## config.mk

```make
export PLATFORM = sky130hd
export DESIGN_NAME = dot_matrix_controller_flat
export DESIGN_NICKNAME = d
export VERILOG_FILES = /design/src/logic/dot_matrix_pkg.sv /design/src/logic/dot_matrix_link.sv /design/src/logic/column_fifo.sv /design/src/logic/dot_matrix_controller.sv /design/src/flat_wrapper.sv
export SDC_FILE = /design/constraint.sdc
export NUM_CORES = 1
export LEC_CHECK = 0
export BUFFER_PORTS_ARGS = -buffer_cell sky130_fd_sc_hd__buf_2
export CORE_MARGIN = 2
export CORE_UTILIZATION = 59
export DETAILED_ROUTE_END_ITERATION = 7
export HOLD_SLACK_MARGIN = 0.05
export PLACE_DENSITY = 0.77
export SETUP_SLACK_MARGIN = 0.5
export SYNTH_ARGS = -nofsm -noshare
export SYNTH_HDL_FRONTEND = slang
export SYNTH_HIERARCHICAL = 1
export SYNTH_SLANG_ARGS = --single-unit
```

## constraint.sdc

```tcl
create_clock -name ref_clk -period 6.05 [get_ports ref_clk]
set_input_delay 0.605 -clock ref_clk [delete_from_list [all_inputs] [get_ports ref_clk]]
set_output_delay 0.605 -clock ref_clk [all_outputs]
set_load 0.02 [all_outputs]
```

## src/logic/dot_matrix_pkg.sv

```systemverilog
package dot_matrix_pkg;
    // ----------------------------------------
    // Geometry
    // ----------------------------------------
    localparam int unsigned CHAR_COUNT = 4;
    localparam int unsigned COL_COUNT = 5;
    localparam int unsigned ROW_COUNT = 7;
    localparam int unsigned SHIFT_BITS = CHAR_COUNT * ROW_COUNT;
    localparam int unsigned COL_W = 3;
    localparam logic [SHIFT_BITS-1:0] SHIFT_RESET = 28'h0000000;
    localparam logic [COL_COUNT-1:0] STROBE_OFF = 5'h00;

    // ----------------------------------------
    // Timing at 200 MHz ref_clk
    // ----------------------------------------
    localparam int unsigned CLK_PERIOD_PS = 5000;
    localparam int unsigned CLK_HALF_NS = 100;
    localparam int unsigned CLK_HALF_CYC = (CLK_HALF_NS * 1000 + CLK_PERIOD_PS - 1) / CLK_PERIOD_PS;
    localparam int unsigned STROBE_US = 20;
    localparam int unsigned STROBE_CYC = (STROBE_US * 1000000) / CLK_PERIOD_PS;
    localparam int unsigned CNT_W = 13;

    // ----------------------------------------
    // Buffer
    // ----------------------------------------
    localparam int unsigned FIFO_DEPTH = 8;
    localparam int unsigned FIFO_WIDTH = SHIFT_BITS;
endpackage

```

## src/logic/dot_matrix_link.sv

```systemverilog
`timescale 1ns/100ps
interface dot_matrix_link;
    logic shift_clock;
    logic serial_data_in;
    logic serial_data_out;
    logic [dot_matrix_pkg::COL_COUNT-1:0] column_strobe_input;
    logic blanking_input;

    modport display (
        input shift_clock,
        input serial_data_in,
        output serial_data_out,
        input column_strobe_input,
        input blanking_input
    );
    modport controller (
        output shift_clock,
        output serial_data_in,
        input serial_data_out,
        output column_strobe_input,
        output blanking_input
    );
endinterface

```

## src/logic/column_fifo.sv

```systemverilog
`timescale 1ns/100ps
module column_fifo #(
    parameter int unsigned WIDTH = dot_matrix_pkg::FIFO_WIDTH,
    parameter int unsigned DEPTH = dot_matrix_pkg::FIFO_DEPTH
) (
    input wire logic ref_clk, // Clock
    input wire logic reset_n, // Sync reset
    input wire logic in_valid, // Write request
    output logic in_ready, // Not full
    input wire logic [WIDTH-1:0] in_data, // Write word
    output logic out_valid, // Not empty
    input wire logic out_ready, // Read accept
    output logic [WIDTH-1:0] out_data // Head word
);
    localparam int unsigned AW = $clog2(DEPTH);
    logic [WIDTH-1:0] mem_q [DEPTH];
    logic [AW-1:0] wr_q, wr_d, rd_q, rd_d;
    logic [AW:0] cnt_q, cnt_d;
    logic push, pop;

    always_comb begin
        push = in_valid && in_ready;
        pop = out_valid && out_ready;
        wr_d = push ? AW'(wr_q + 1'b1) : wr_q;
        rd_d = pop ? AW'(rd_q + 1'b1) : rd_q;
        cnt_d = (AW+1)'(cnt_q + push - pop);
    end

    always_ff @(posedge ref_clk) begin
        if (!reset_n) begin
            wr_q <= '0;
            rd_q <= '0;
            cnt_q <= '0;
        end else begin
            wr_q <= wr_d;
            rd_q <= rd_d;
            cnt_q <= cnt_d;
        end
    end

    always_ff @(posedge ref_clk) begin
        if (push) begin
            mem_q[wr_q] <= in_data;
        end
    end

    assign in_ready = cnt_q != (AW+1)'(DEPTH);
    assign out_valid = cnt_q != '0;
    assign out_data = mem_q[rd_q];
endmodule // column_fifo

```

## src/logic/dot_matrix_controller.sv

```systemverilog
`timescale 1ns/100ps
// Behaviour
// [RULE_01] Four 5x7 characters share rows, columns
// [RULE_02] 28-bit serial-in parallel-out shift register
// [RULE_03] Data in at bit 1, out bit 28
// [RULE_04] One bit on, zero bit off
// [RULE_05] Shift on falling clock edge, seven bits/char
// [RULE_06] Send character 4 first, character 1 last
// [RULE_07] Strobe column only after 28 bits
// [RULE_08] Repeat load and strobe for five columns
// [RULE_09] Columns low while shifting data
// [RULE_10] Blanking low keeps all LEDs dark
// [RULE_11] One column at a time, switch when off
module dot_matrix_controller (
    input wire logic ref_clk, // Clock
    input wire logic reset_n, // Sync reset
    input wire logic frame_valid, // Column word offered
    output logic frame_ready, // FIFO can take word
    input wire logic [dot_matrix_pkg::SHIFT_BITS-1:0] frame_data, // Bit 27 sent first
    input wire logic display_enable, // Unblank display
    output logic [dot_matrix_pkg::COL_W-1:0] column_index, // Current column
    dot_matrix_link.controller link // Display side
);
    typedef enum logic [1:0] {IDLE, SHIFT_HIGH, SHIFT_LOW, STROBE} state_e;

    state_e state_q, state_d;
    logic [4:0] bit_q, bit_d;
    logic [dot_matrix_pkg::CNT_W-1:0] tmr_q, tmr_d;
    logic [dot_matrix_pkg::SHIFT_BITS-1:0] word_q, word_d;
    logic sclk_q, sclk_d;
    logic sdat_q, sdat_d;
    logic [dot_matrix_pkg::COL_W-1:0] col_q, col_d;
    logic [dot_matrix_pkg::COL_COUNT-1:0] strobe_q, strobe_d;
    logic blank_q, blank_d;
    logic [dot_matrix_pkg::SHIFT_BITS-1:0] head;
    logic pop_ok;
    logic pop;
    logic load;
    logic fall_now;
    logic next_bit;
    logic strobe_on;
    logic strobe_end;

    // ----------------------------------------
    // Column word buffer
    // ----------------------------------------
    column_fifo #(
        .WIDTH(dot_matrix_pkg::FIFO_WIDTH),
        .DEPTH(dot_matrix_pkg::FIFO_DEPTH)
    ) column_fifo_inst (
        .ref_clk(ref_clk),
        .reset_n(reset_n),
        .in_valid(frame_valid),
        .in_ready(frame_ready),
        .in_data(frame_data),
        .out_valid(pop_ok),
        .out_ready(pop),
        .out_data(head)
    );

    // ----------------------------------------
    // Column wrap and timer compare
    // ----------------------------------------
    function automatic logic [dot_matrix_pkg::COL_W-1:0] next_col(input logic [dot_matrix_pkg::COL_W-1:0] c);
        next_col = (c == dot_matrix_pkg::COL_W'(dot_matrix_pkg::COL_COUNT - 1)) ?
            '0 : dot_matrix_pkg::COL_W'(c + 1'b1);
    endfunction

    function automatic logic timer_at(
        input logic [dot_matrix_pkg::CNT_W-1:0] t, // Running count
        input int unsigned limit // Last count of the phase
    );
        timer_at = (t == dot_matrix_pkg::CNT_W'(limit));
    endfunction

    // ----------------------------------------
    // Load and strobe sequencer
    // ----------------------------------------
    always_comb begin
        state_d = state_q;
        bit_d = bit_q;
        tmr_d = dot_matrix_pkg::CNT_W'(tmr_q + 1'b1);
        pop = 1'b0;
        load = 1'b0;
        fall_now = 1'b0;
        next_bit = 1'b0;
        strobe_on = 1'b0;
        strobe_end = 1'b0;
        case (state_q)
            IDLE: begin
                tmr_d = '0;
                if (pop_ok) begin
                    pop = 1'b1;
                    load = 1'b1;
                    bit_d = 5'h00;
                    state_d = SHIFT_HIGH;
                end
            end
            SHIFT_HIGH: begin
                if (timer_at(tmr_q, dot_matrix_pkg::CLK_HALF_CYC - 1)) begin
                    tmr_d = '0;
                    fall_now = 1'b1; // [RULE_05]
                    state_d = SHIFT_LOW;
                end
            end
            SHIFT_LOW: begin
                if (timer_at(tmr_q, dot_matrix_pkg::CLK_HALF_CYC - 1)) begin
                    tmr_d = '0;
                    if (bit_q == 5'(dot_matrix_pkg::SHIFT_BITS - 1)) begin
                        state_d = STROBE; // [RULE_07]
                    end else begin
                        bit_d = 5'(bit_q + 1'b1);
                        next_bit = 1'b1;
                        state_d = SHIFT_HIGH;
                    end
                end
            end
            STROBE: begin
                // Full strobe time: on for counts 0 to STROBE_CYC-1
                if (timer_at(tmr_q, dot_matrix_pkg::STROBE_CYC)) begin
                    tmr_d = '0;
                    strobe_end = 1'b1; // [RULE_08]
                    state_d = IDLE;
                end else begin
                    strobe_on = 1'b1; // [RULE_07]
                end
            end
            default: begin
                state_d = IDLE;
            end
        endcase
    end

    always_ff @(posedge ref_clk) begin
        if (!reset_n) begin
            state_q <= IDLE;
            bit_q <= 5'h00;
            tmr_q <= '0;
        end else begin
            state_q <= state_d;
            bit_q <= bit_d;
            tmr_q <= tmr_d;
        end
    end

    // ----------------------------------------
    // Serial data and shift clock
    // ----------------------------------------
    always_comb begin
        word_d = word_q;
        sdat_d = sdat_q;
        sclk_d = sclk_q;
        if (load) begin
            word_d = head;
            sdat_d = head[dot_matrix_pkg::SHIFT_BITS-1]; // [RULE_06]
            sclk_d = 1'b1;
        end else if (fall_now) begin
            sclk_d = 1'b0; // [RULE_05]
        end else if (next_bit) begin
            word_d = {word_q[dot_matrix_pkg::SHIFT_BITS-2:0], 1'b0};
            sdat_d = word_q[dot_matrix_pkg::SHIFT_BITS-2]; // [RULE_06]
            sclk_d = 1'b1;
        end
    end

    always_ff @(posedge ref_clk) begin
        if (!reset_n) begin
            word_q <= dot_matrix_pkg::SHIFT_RESET;
            sdat_q <= 1'b0;
            sclk_q <= 1'b1;
        end else begin
            word_q <= word_d;
            sdat_q <= sdat_d;
            sclk_q <= sclk_d;
        end
    end

    // ----------------------------------------
    // Column strobe and blanking
    // ----------------------------------------
    always_comb begin
        col_d = col_q;
        strobe_d = dot_matrix_pkg::STROBE_OFF; // [RULE_09] [RULE_11]
        blank_d = display_enable; // [RULE_10]
        if (strobe_on) begin
            strobe_d = dot_matrix_pkg::COL_COUNT'(1) << col_q; // [RULE_07] [RULE_11]
        end
        if (strobe_end) begin
            col_d = next_col(col_q); // [RULE_08]
        end
    end

    always_ff @(posedge ref_clk) begin
        if (!reset_n) begin
            col_q <= '0;
            strobe_q <= dot_matrix_pkg::STROBE_OFF;
            blank_q <= 1'b0;
        end else begin
            col_q <= col_d;
            strobe_q <= strobe_d;
            blank_q <= blank_d;
        end
    end

    // ----------------------------------------
    // Link and status outputs
    // ----------------------------------------
    assign link.shift_clock = sclk_q;
    assign link.serial_data_in = sdat_q;
    assign link.column_strobe_input = strobe_q;
    assign link.blanking_input = blank_q;
    assign column_index = col_q;
endmodule // dot_matrix_controller

```

## src/flat_wrapper.sv

```systemverilog
// flat-port wrapper written by rule: the top's interface ports become plain ports
module dot_matrix_controller_flat 
  (ref_clk, reset_n, frame_valid, frame_ready, frame_data, display_enable, column_index, link_shift_clock, link_serial_data_in, link_serial_data_out, link_column_strobe_input, link_blanking_input);
  dot_matrix_link link_i ();
  input wire logic ref_clk;
  input wire logic reset_n;
  input wire logic frame_valid;
  output logic frame_ready;
  input wire logic [dot_matrix_pkg::SHIFT_BITS-1:0] frame_data;
  input wire logic display_enable;
  output logic [dot_matrix_pkg::COL_W-1:0] column_index;
  output wire logic [$bits(link_i.shift_clock)-1:0] link_shift_clock;
  output wire logic [$bits(link_i.serial_data_in)-1:0] link_serial_data_in;
  input wire logic [$bits(link_i.serial_data_out)-1:0] link_serial_data_out;
  output wire logic [$bits(link_i.column_strobe_input)-1:0] link_column_strobe_input;
  output wire logic [$bits(link_i.blanking_input)-1:0] link_blanking_input;
  assign link_shift_clock = link_i.shift_clock;
  assign link_serial_data_in = link_i.serial_data_in;
  assign link_i.serial_data_out = link_serial_data_out;
  assign link_column_strobe_input = link_i.column_strobe_input;
  assign link_blanking_input = link_i.blanking_input;
  dot_matrix_controller u_core (.ref_clk(ref_clk), .reset_n(reset_n), .frame_valid(frame_valid), .frame_ready(frame_ready), .frame_data(frame_data), .display_enable(display_enable), .column_index(column_index), .link(link_i));
endmodule
```

==> results_dict.tcl, run 1 <==
set metrics [dict create \
    clock_insertion_delay_worst_skew_ps 530 \
    via_count 6209 \
    slew_violations 0 \
    routed_wl_mm 21.6 \
    viasPerCell 5.83 \
    wl_per_cell_um 20.3 \
    cap_violations 0 \
    cp_data_required_time_ps 6450 \
    leakage_uw 0.00454 \
    min_path_cells 2 \
    cts_tree "yes" \
    synth_edf_count 224 \
    cp_top_family "simple AND/OR/NAND/NOR gates" \
    cts_sinks 295 \
    fin_setup_tns_ps 0 \
    worstSetupPathType "reg -> reg" \
    die_height_um 147 \
    synthTopCellsByArea "edfxtp_1, dfxtp_1, mux4_2" \
    cts_setup_buffers 0 \
    area_growth_pct 11.4 \
    synth_common_cells "edfxtp_1, nand2_1, dfxtp_1" \
    grt_overflow 0 \
    dr_wl_met3_mm 1.07 \
    drive_gt1_frac 0.262 \
    clk_pin_slew_ps 60 \
    highest_layer "met4" \
    ys_types 50 \
    cp_num_buf_inv 1 \
    synth_compound_area_frac 0.0187 \
    worstMarginPinSlew_ps 1120 \
    dieArea_um2 21600 \
    multi_input_area_um2 3670 \
    start_util 0.598 \
    gp_congestion 0.791 \
    yosys-mux-area-fraction 0.190 \
    cp_max_fo 16 \
    yosysMostFrequentCell "edfxtp_1" \
    crit_path_start_kind "flip-flop" \
    max_freq_mhz 339 \
    cts_hold_buf 0 \
    fin_crit_sh 0.487 \
    antenna_found_initial 1 \
    grt_pass1_vias 6433 \
    r2r.worst_path.cells 6 \
    finalSetupViolCount 0 \
    grt_max_degree 88 \
    worstPathCellList "ha_1 > or4bb_1 > nor3_1 > a21oi_4 > buf_4 > mux2i_1" \
    syn_area_um2 12100 \
    synth_top_area_frac 0.558 \
    syn_inst 721 \
    seq_area_frac_synth 0.676 \
    io_buffer_count 43 \
    synth-main-ff-cell "edfxtp_1" \
    end_kind "flip-flop" \
    synthAdderAreaFrac 0.0193 \
    wl_met1_mm 9.15 \
    cts_resized 0 \
    regArea_um2 8150 \
    hpwlAfterDp_mm 11.8 \
    ant_nets 0 \
    cts-buffers-inserted 29 \
    stdcell_count 1065 \
    synth_seq_cells 295 \
    avgSynthCellArea_um2 16.7 \
    hp-class "in -> reg" \
    drc 0 \
    placedCellCount 1011 \
    worstSetupPathDepth 6 \
    status "completed" \
    yosys.area_share.simple 0.0638 \
    max_stage_delay_ps 730 \
    drtIter0Drc 423 \
    clockRootBuffer "clkbuf_16" \
    ir_drop_mv 0.418 \
    firstDrtPassIters 4 \
    hold_violations 0 \
    grt_setup_unrepaired "false" \
    clockBufferDepth 3 \
    yosysWarnings 6 \
    rrSetupSlack_ps 3100 \
    critPathArrivalTime_ps 3350 \
    finClkSkew_ps 14.1 \
    chipWidth_um 147 \
    power.density_nw_per_um2 409 \
    coreArea_um2 20200 \
    yosysTopAreaCell "edfxtp_1" \
    synthArstFlopShare 0 \
    slew-limit-headroom 0.251 \
    htree_levels 1 \
    finalNetCount 823 \
    syn-num-nets 772 \
    critPathSlowestCell "nor3_1" \
    grt_pass1_wl_mm 34.6 \
    grt_use_total 0.205 \
    row_count 52 \
    fill_cells 1357 \
    fin_crit_ps 2950 \
    synth_top_family_by_area "multiplexers" \
    wl_met2_mm 10.9 \
    synthXorXnorAreaFrac 0.00945 \
    io_pins 45 \
]
## flip-flops by register name, summed over array words and instances (netlist names), named ones only
register	flops
u_core/state_q	2
u_core/link.shift_clock	1
u_core/column_fifo_inst/mem_q	224
u_core/link.column_strobe_input	5
u_core/column_index	3
u_core/column_fifo_inst/rd_q	3
u_core/column_fifo_inst/cnt_q	4
u_core/word_q	27
u_core/tmr_q	13
u_core/bit_q	5
u_core/link.blanking_input	1
u_core/column_fifo_inst/wr_q	3
u_core/link.serial_data_in	1
## where the power goes
group | leakage (uW) | switching, uW | internal, uW | total, uW
clock | 0.000427 | 690 | 968 | 1660
sequential | 0.00261 | 152 | 2390 | 2540
combinational | 0.00151 | 607 | 676 | 1280
total | 0.00454 | 1450 | 4040 | 5480
## layout make-up
cell class              instances  area share
flip-flops and latches        295       0.607
multi-input cells             373       0.273
clock buffers                  40      0.0571
well taps                     270      0.0252
repair buffers                 56      0.0233
clock inverters                13     0.00858
inverters                      17     0.00475
diodes                          1    0.000186
## per-layer routing
| metal | track usage | vias up |
|---|---|---|
| li1 | - | 2884 |
| met1 | 0.274 | 3141 |
| met2 | 0.354 | 149 |
| met3 | 0.0335 | 35 |
| met4 | 0.0548 | 0 |
| met5 | 0 | - |
## final timing paths
kind,from,endpoint
worst min-delay path,display_enable,u_core/link.blanking_input$_SDFF_PN0_
worst min register to register,u_core/word_q[8]$_SDFFE_PN0P_,u_core/word_q[8]$_SDFFE_PN0P_
worst max-delay path,u_core/tmr_q[0]$_SDFF_PN0_,u_core/link.serial_data_in$_SDFFE_PN0P_
worst max register to register,u_core/tmr_q[0]$_SDFF_PN0_,u_core/link.serial_data_in$_SDFFE_PN0P_
## logic make-up (layout without fill, tap and decap cells)
| group | Yosys count | in the layout |
|---|---|---|
| other | 0 | 1 |
| xor gates and xnor gates | 13 | 13 |
| AOI/OAI and AO/OA | 32 | 32 |
| buffers and inverters | 53 | 126 |
| adders and majority gates | 18 | 18 |
| muxes | 148 | 148 |
| DFF | 295 | 295 |
| and+or+nand+nor | 162 | 162 |
## worst register-to-register path, cell delays in order, from the launching register on
cell,delay [ps]
dfxtp_1,390
ha_1,250
or4bb_1,590
nor3_1,730
a21oi_4,350
buf_4,360
mux2i_1,170
## cells in the final DEF (no fill, tap or decap), types with 5 or more instances in the layout
master	instances
buf_2	43
o21ai_0	6
ha_1	17
clkbuf_16	29
inv_1	17
mux4_1	9
nand3_1	13
clkbuf_1	11
mux4_2	47
nand2b_1	8
and3_1	5
clkinv_1	5
nor3_1	5
buf_4	13
nor2_1	20
mux2i_1	37
edfxtp_1	224
xnor2_1	10
dfxtp_1	69
nand2_1	75
mux2_2	55
and2_1	6
## per-stage QoR
step | setup WS, ps | cell area [um2] | power, uW | utilization | hold WS, ps
floorplan | 1630 | 12100 | 3610 | - | 431
global placement | 3200 | 12500 | 3810 | 0.622 | 443
detailed placement | 3120 | 12500 | 3870 | 0.622 | 450
CTS | 3110 | 13400 | 5540 | 0.665 | 263
global route | 2890 | 13400 | 5760 | 0.665 | 274
finish | 3100 | 13400 | 5480 | 0.666 | 282
No activity file was read; power rests on OpenSTA's default activity.
==> run 2: changes to the inputs <==
Settings changed: CORE_UTILIZATION 59 to 55, PLACE_DENSITY 0.77 to 0.75.
Clock period 6.05 ns to 2.7 ns, I/O delays scaled along.
==> run 2 against run 1 <==
Net effect:
- global-route usage fell by 1.0 points
- critical path type unchanged
- critical path depth fell by 1
- wire length rose by 3.2%
- register-to-register slack got worse by 2500 ps
- hold slack got worse by 200 ps
==> results_dict.tcl, run 2 (same netlist as run 1, synthesis figures left out) <==
set metrics [dict create \
    status "completed" \
    top_regs "u_core/column_fifo_inst/mem_q (224), u_core/word_q (27), u_core/tmr_q (13)" \
    finalNetCount 871 \
    antenna_found_initial 0 \
    clockBufferDepth 3 \
    p_switching_uw 3450 \
    viasPerCell 5.74 \
    p_comb_frac 0.259 \
    die_height_um 152 \
    total_power_uw 13200 \
    cp_top_family "simple AND/OR/NAND/NOR gates" \
    finalSetupViolCount 0 \
    power.density_nw_per_um2 924 \
    grt_max_degree 37 \
    regMostFlops "u_core/column_fifo_inst/mem_q" \
    cap_violations 0 \
    n_antenna_cell 0 \
    r2r_start "u_core/tmr_q[0]$_SDFF_PN0_" \
    start_util 0.556 \
    critPathArrivalTime_ps 2550 \
    crit_path_start_kind "flip-flop" \
    r2r-end "u_core/bit_q[3]$_SDFFE_PN0P_" \
    p_int_uw 9720 \
    hold_end "u_core/column_fifo_inst/wr_q[2]$_SDFFE_PN0P_" \
    io_buffer_count 43 \
    min_path_cells 3 \
    pwr-share-seq 0.424 \
    wl_per_cell_um 19.8 \
    cp_num_buf_inv 0 \
    min_from "frame_valid" \
    cts-buffers-inserted 30 \
    slew-limit-headroom 0.633 \
    rrSetupSlack_ps 580 \
    hp-class "in -> reg" \
    io_pins 45 \
    htree_levels 1 \
    area_growth_pct 18.2 \
    worstPathCellList "ha_2 > or4bb_4 > or4_4 > o2111ai_1 > nand2_1" \
    largest_register_ff_count 224 \
    coreArea_um2 21700 \
    chipWidth_um 152 \
    sw_frac_of_total 0.262 \
    max_freq_mhz 472 \
    placedCellCount 1029 \
    routed_wl_mm 22.3 \
    ant_nets 0 \
    drc 0 \
    slew_violations 0 \
    cts_tree "yes" \
    hold_violations 0 \
    ir_drop_mv 0.620 \
    grt_pass1_wl_mm 35.5 \
    stdcell_count 1124 \
    cp_data_required_time_ps 3130 \
    fin_setup_tns_ps 0 \
    final_common_cell "edfxtp_1" \
    leakage_uw 0.00485 \
    worstSetupPathType "reg -> reg" \
    final_cell_mix "edfxtp_1, nand2_1, dfxtp_1" \
    worstMarginPinSlew_ps 551 \
    firstDrtPassIters 5 \
    fin_crit_ps 2120 \
    r2r.worst_path.cells 5 \
    p_clk_frac 0.317 \
    hpwlAfterDp_mm 12.3 \
    clk_pin_slew_ps 60 \
    fin_crit_sh 0.784 \
    critPathSlowestCell "or4bb_4" \
    fill_cells 1437 \
    finClkSkew_ps 24.4 \
    drtIter0Drc 460 \
    grt_setup_unrepaired "true" \
    max_stage_delay_ps 580 \
    row_count 54 \
    cp_max_fo 5 \
    drive_gt1_frac 0.302 \
    gp_congestion 0.797 \
    dieArea_um2 23100 \
    cts_sinks 295 \
    clockRootBuffer "clkbuf_16" \
    grt_use_total 0.195 \
    clock_insertion_delay_worst_skew_ps 570 \
    end_kind "flip-flop" \
    via_count 6450 \
    grt_overflow 0 \
    grt_pass1_vias 6602 \
]
-- run 2: area by class of cell --
type / instances / area, um2 / area share
Clock buffer: 44 / 833 / 0.0585
Clock inverter: 12 / 191 / 0.0134
Inverter: 17 / 63.8 / 0.00448
Multi-Input combinational cell: 373 / 3800 / 0.266
Sequential cell: 295 / 8160 / 0.573
Tap cell: 280 / 350 / 0.0246
Timing Repair Buffer: 103 / 855 / 0.0600
-- run 2: worst reg2reg max path, delay by kind of cell (launching register included) --
kind	cells	cell delay, ps
and+or+nand+nor	3	1220
DFF	1	360
adders and majority gates	1	210
AOI/OAI and AO/OA	1	210
-- run 2: worst max-delay path by stage --
stage,from,depth (start not counted),to
6_report,u_core/tmr_q[0]$_SDFF_PN0_,5,u_core/bit_q[3]$_SDFFE_PN0P_
4_1_cts,u_core/tmr_q[2]$_SDFF_PN0_,4,u_core/column_index[2]$_SDFFE_PN0P_
2_1_floorplan,u_core/column_fifo_inst/cnt_q[2]$_SDFF_PN0_,6,u_core/column_fifo_inst/mem_q[0][0]$_DFFE_PP_
5_1_grt,u_core/tmr_q[0]$_SDFF_PN0_,5,u_core/bit_q[3]$_SDFFE_PN0P_
3_3_place_gp,u_core/tmr_q[0]$_SDFF_PN0_,6,u_core/word_q[15]$_SDFFE_PN0P_
3_5_place_dp,u_core/tmr_q[0]$_SDFF_PN0_,6,u_core/word_q[15]$_SDFFE_PN0P_
-- run 2: metal layers --
metal | global-route usage | vias to the layer above | share of wire
li1 | - | 2987 | -
met1 | 0.252 | 3267 | 0.42
met2 | 0.342 | 149 | 0.51
met3 | 0.0297 | 47 | 0.038
met4 | 0.0610 | 0 | 0.027
met5 | 0 | - | 0
-- run 2: timing repair --
item / 4_1_cts / 5_1_grt
endpoints found under the setup margin: 31 / 36
hold buffers: 29 / 0
gates resized for setup: 11 / 10
hold endpoints to repair: 225 / 0
buffers inserted: 4 / 6
cloned: 0 / 0
pin swaps: 2 / 1
-- run 2: power groups by stage --
stage	registers [uW]	clock network, uW	logic (uW)
after detailed placement	5660	0	3150
after global routing	5620	4450	3690
after global placement	5620	0	3040
after floorplan	5600	0	2540
after CTS	5570	4240	3290
final	5580	4180	3410
-- run 2: stage by stage --
step / hold slack (ps) / cell area [um2] / util / worst slack [ps]
2_1_floorplan: 369 / 12200 / - / 395
3_3_place_gp: 440 / 12800 / 0.590 / 354
3_5_place_dp: 453 / 12800 / 0.590 / 311
4_1_cts: 68.0 / 14200 / 0.654 / 502
5_1_grt: 77.4 / 14200 / 0.657 / 463
6_report: 77.9 / 14200 / 0.657 / 583
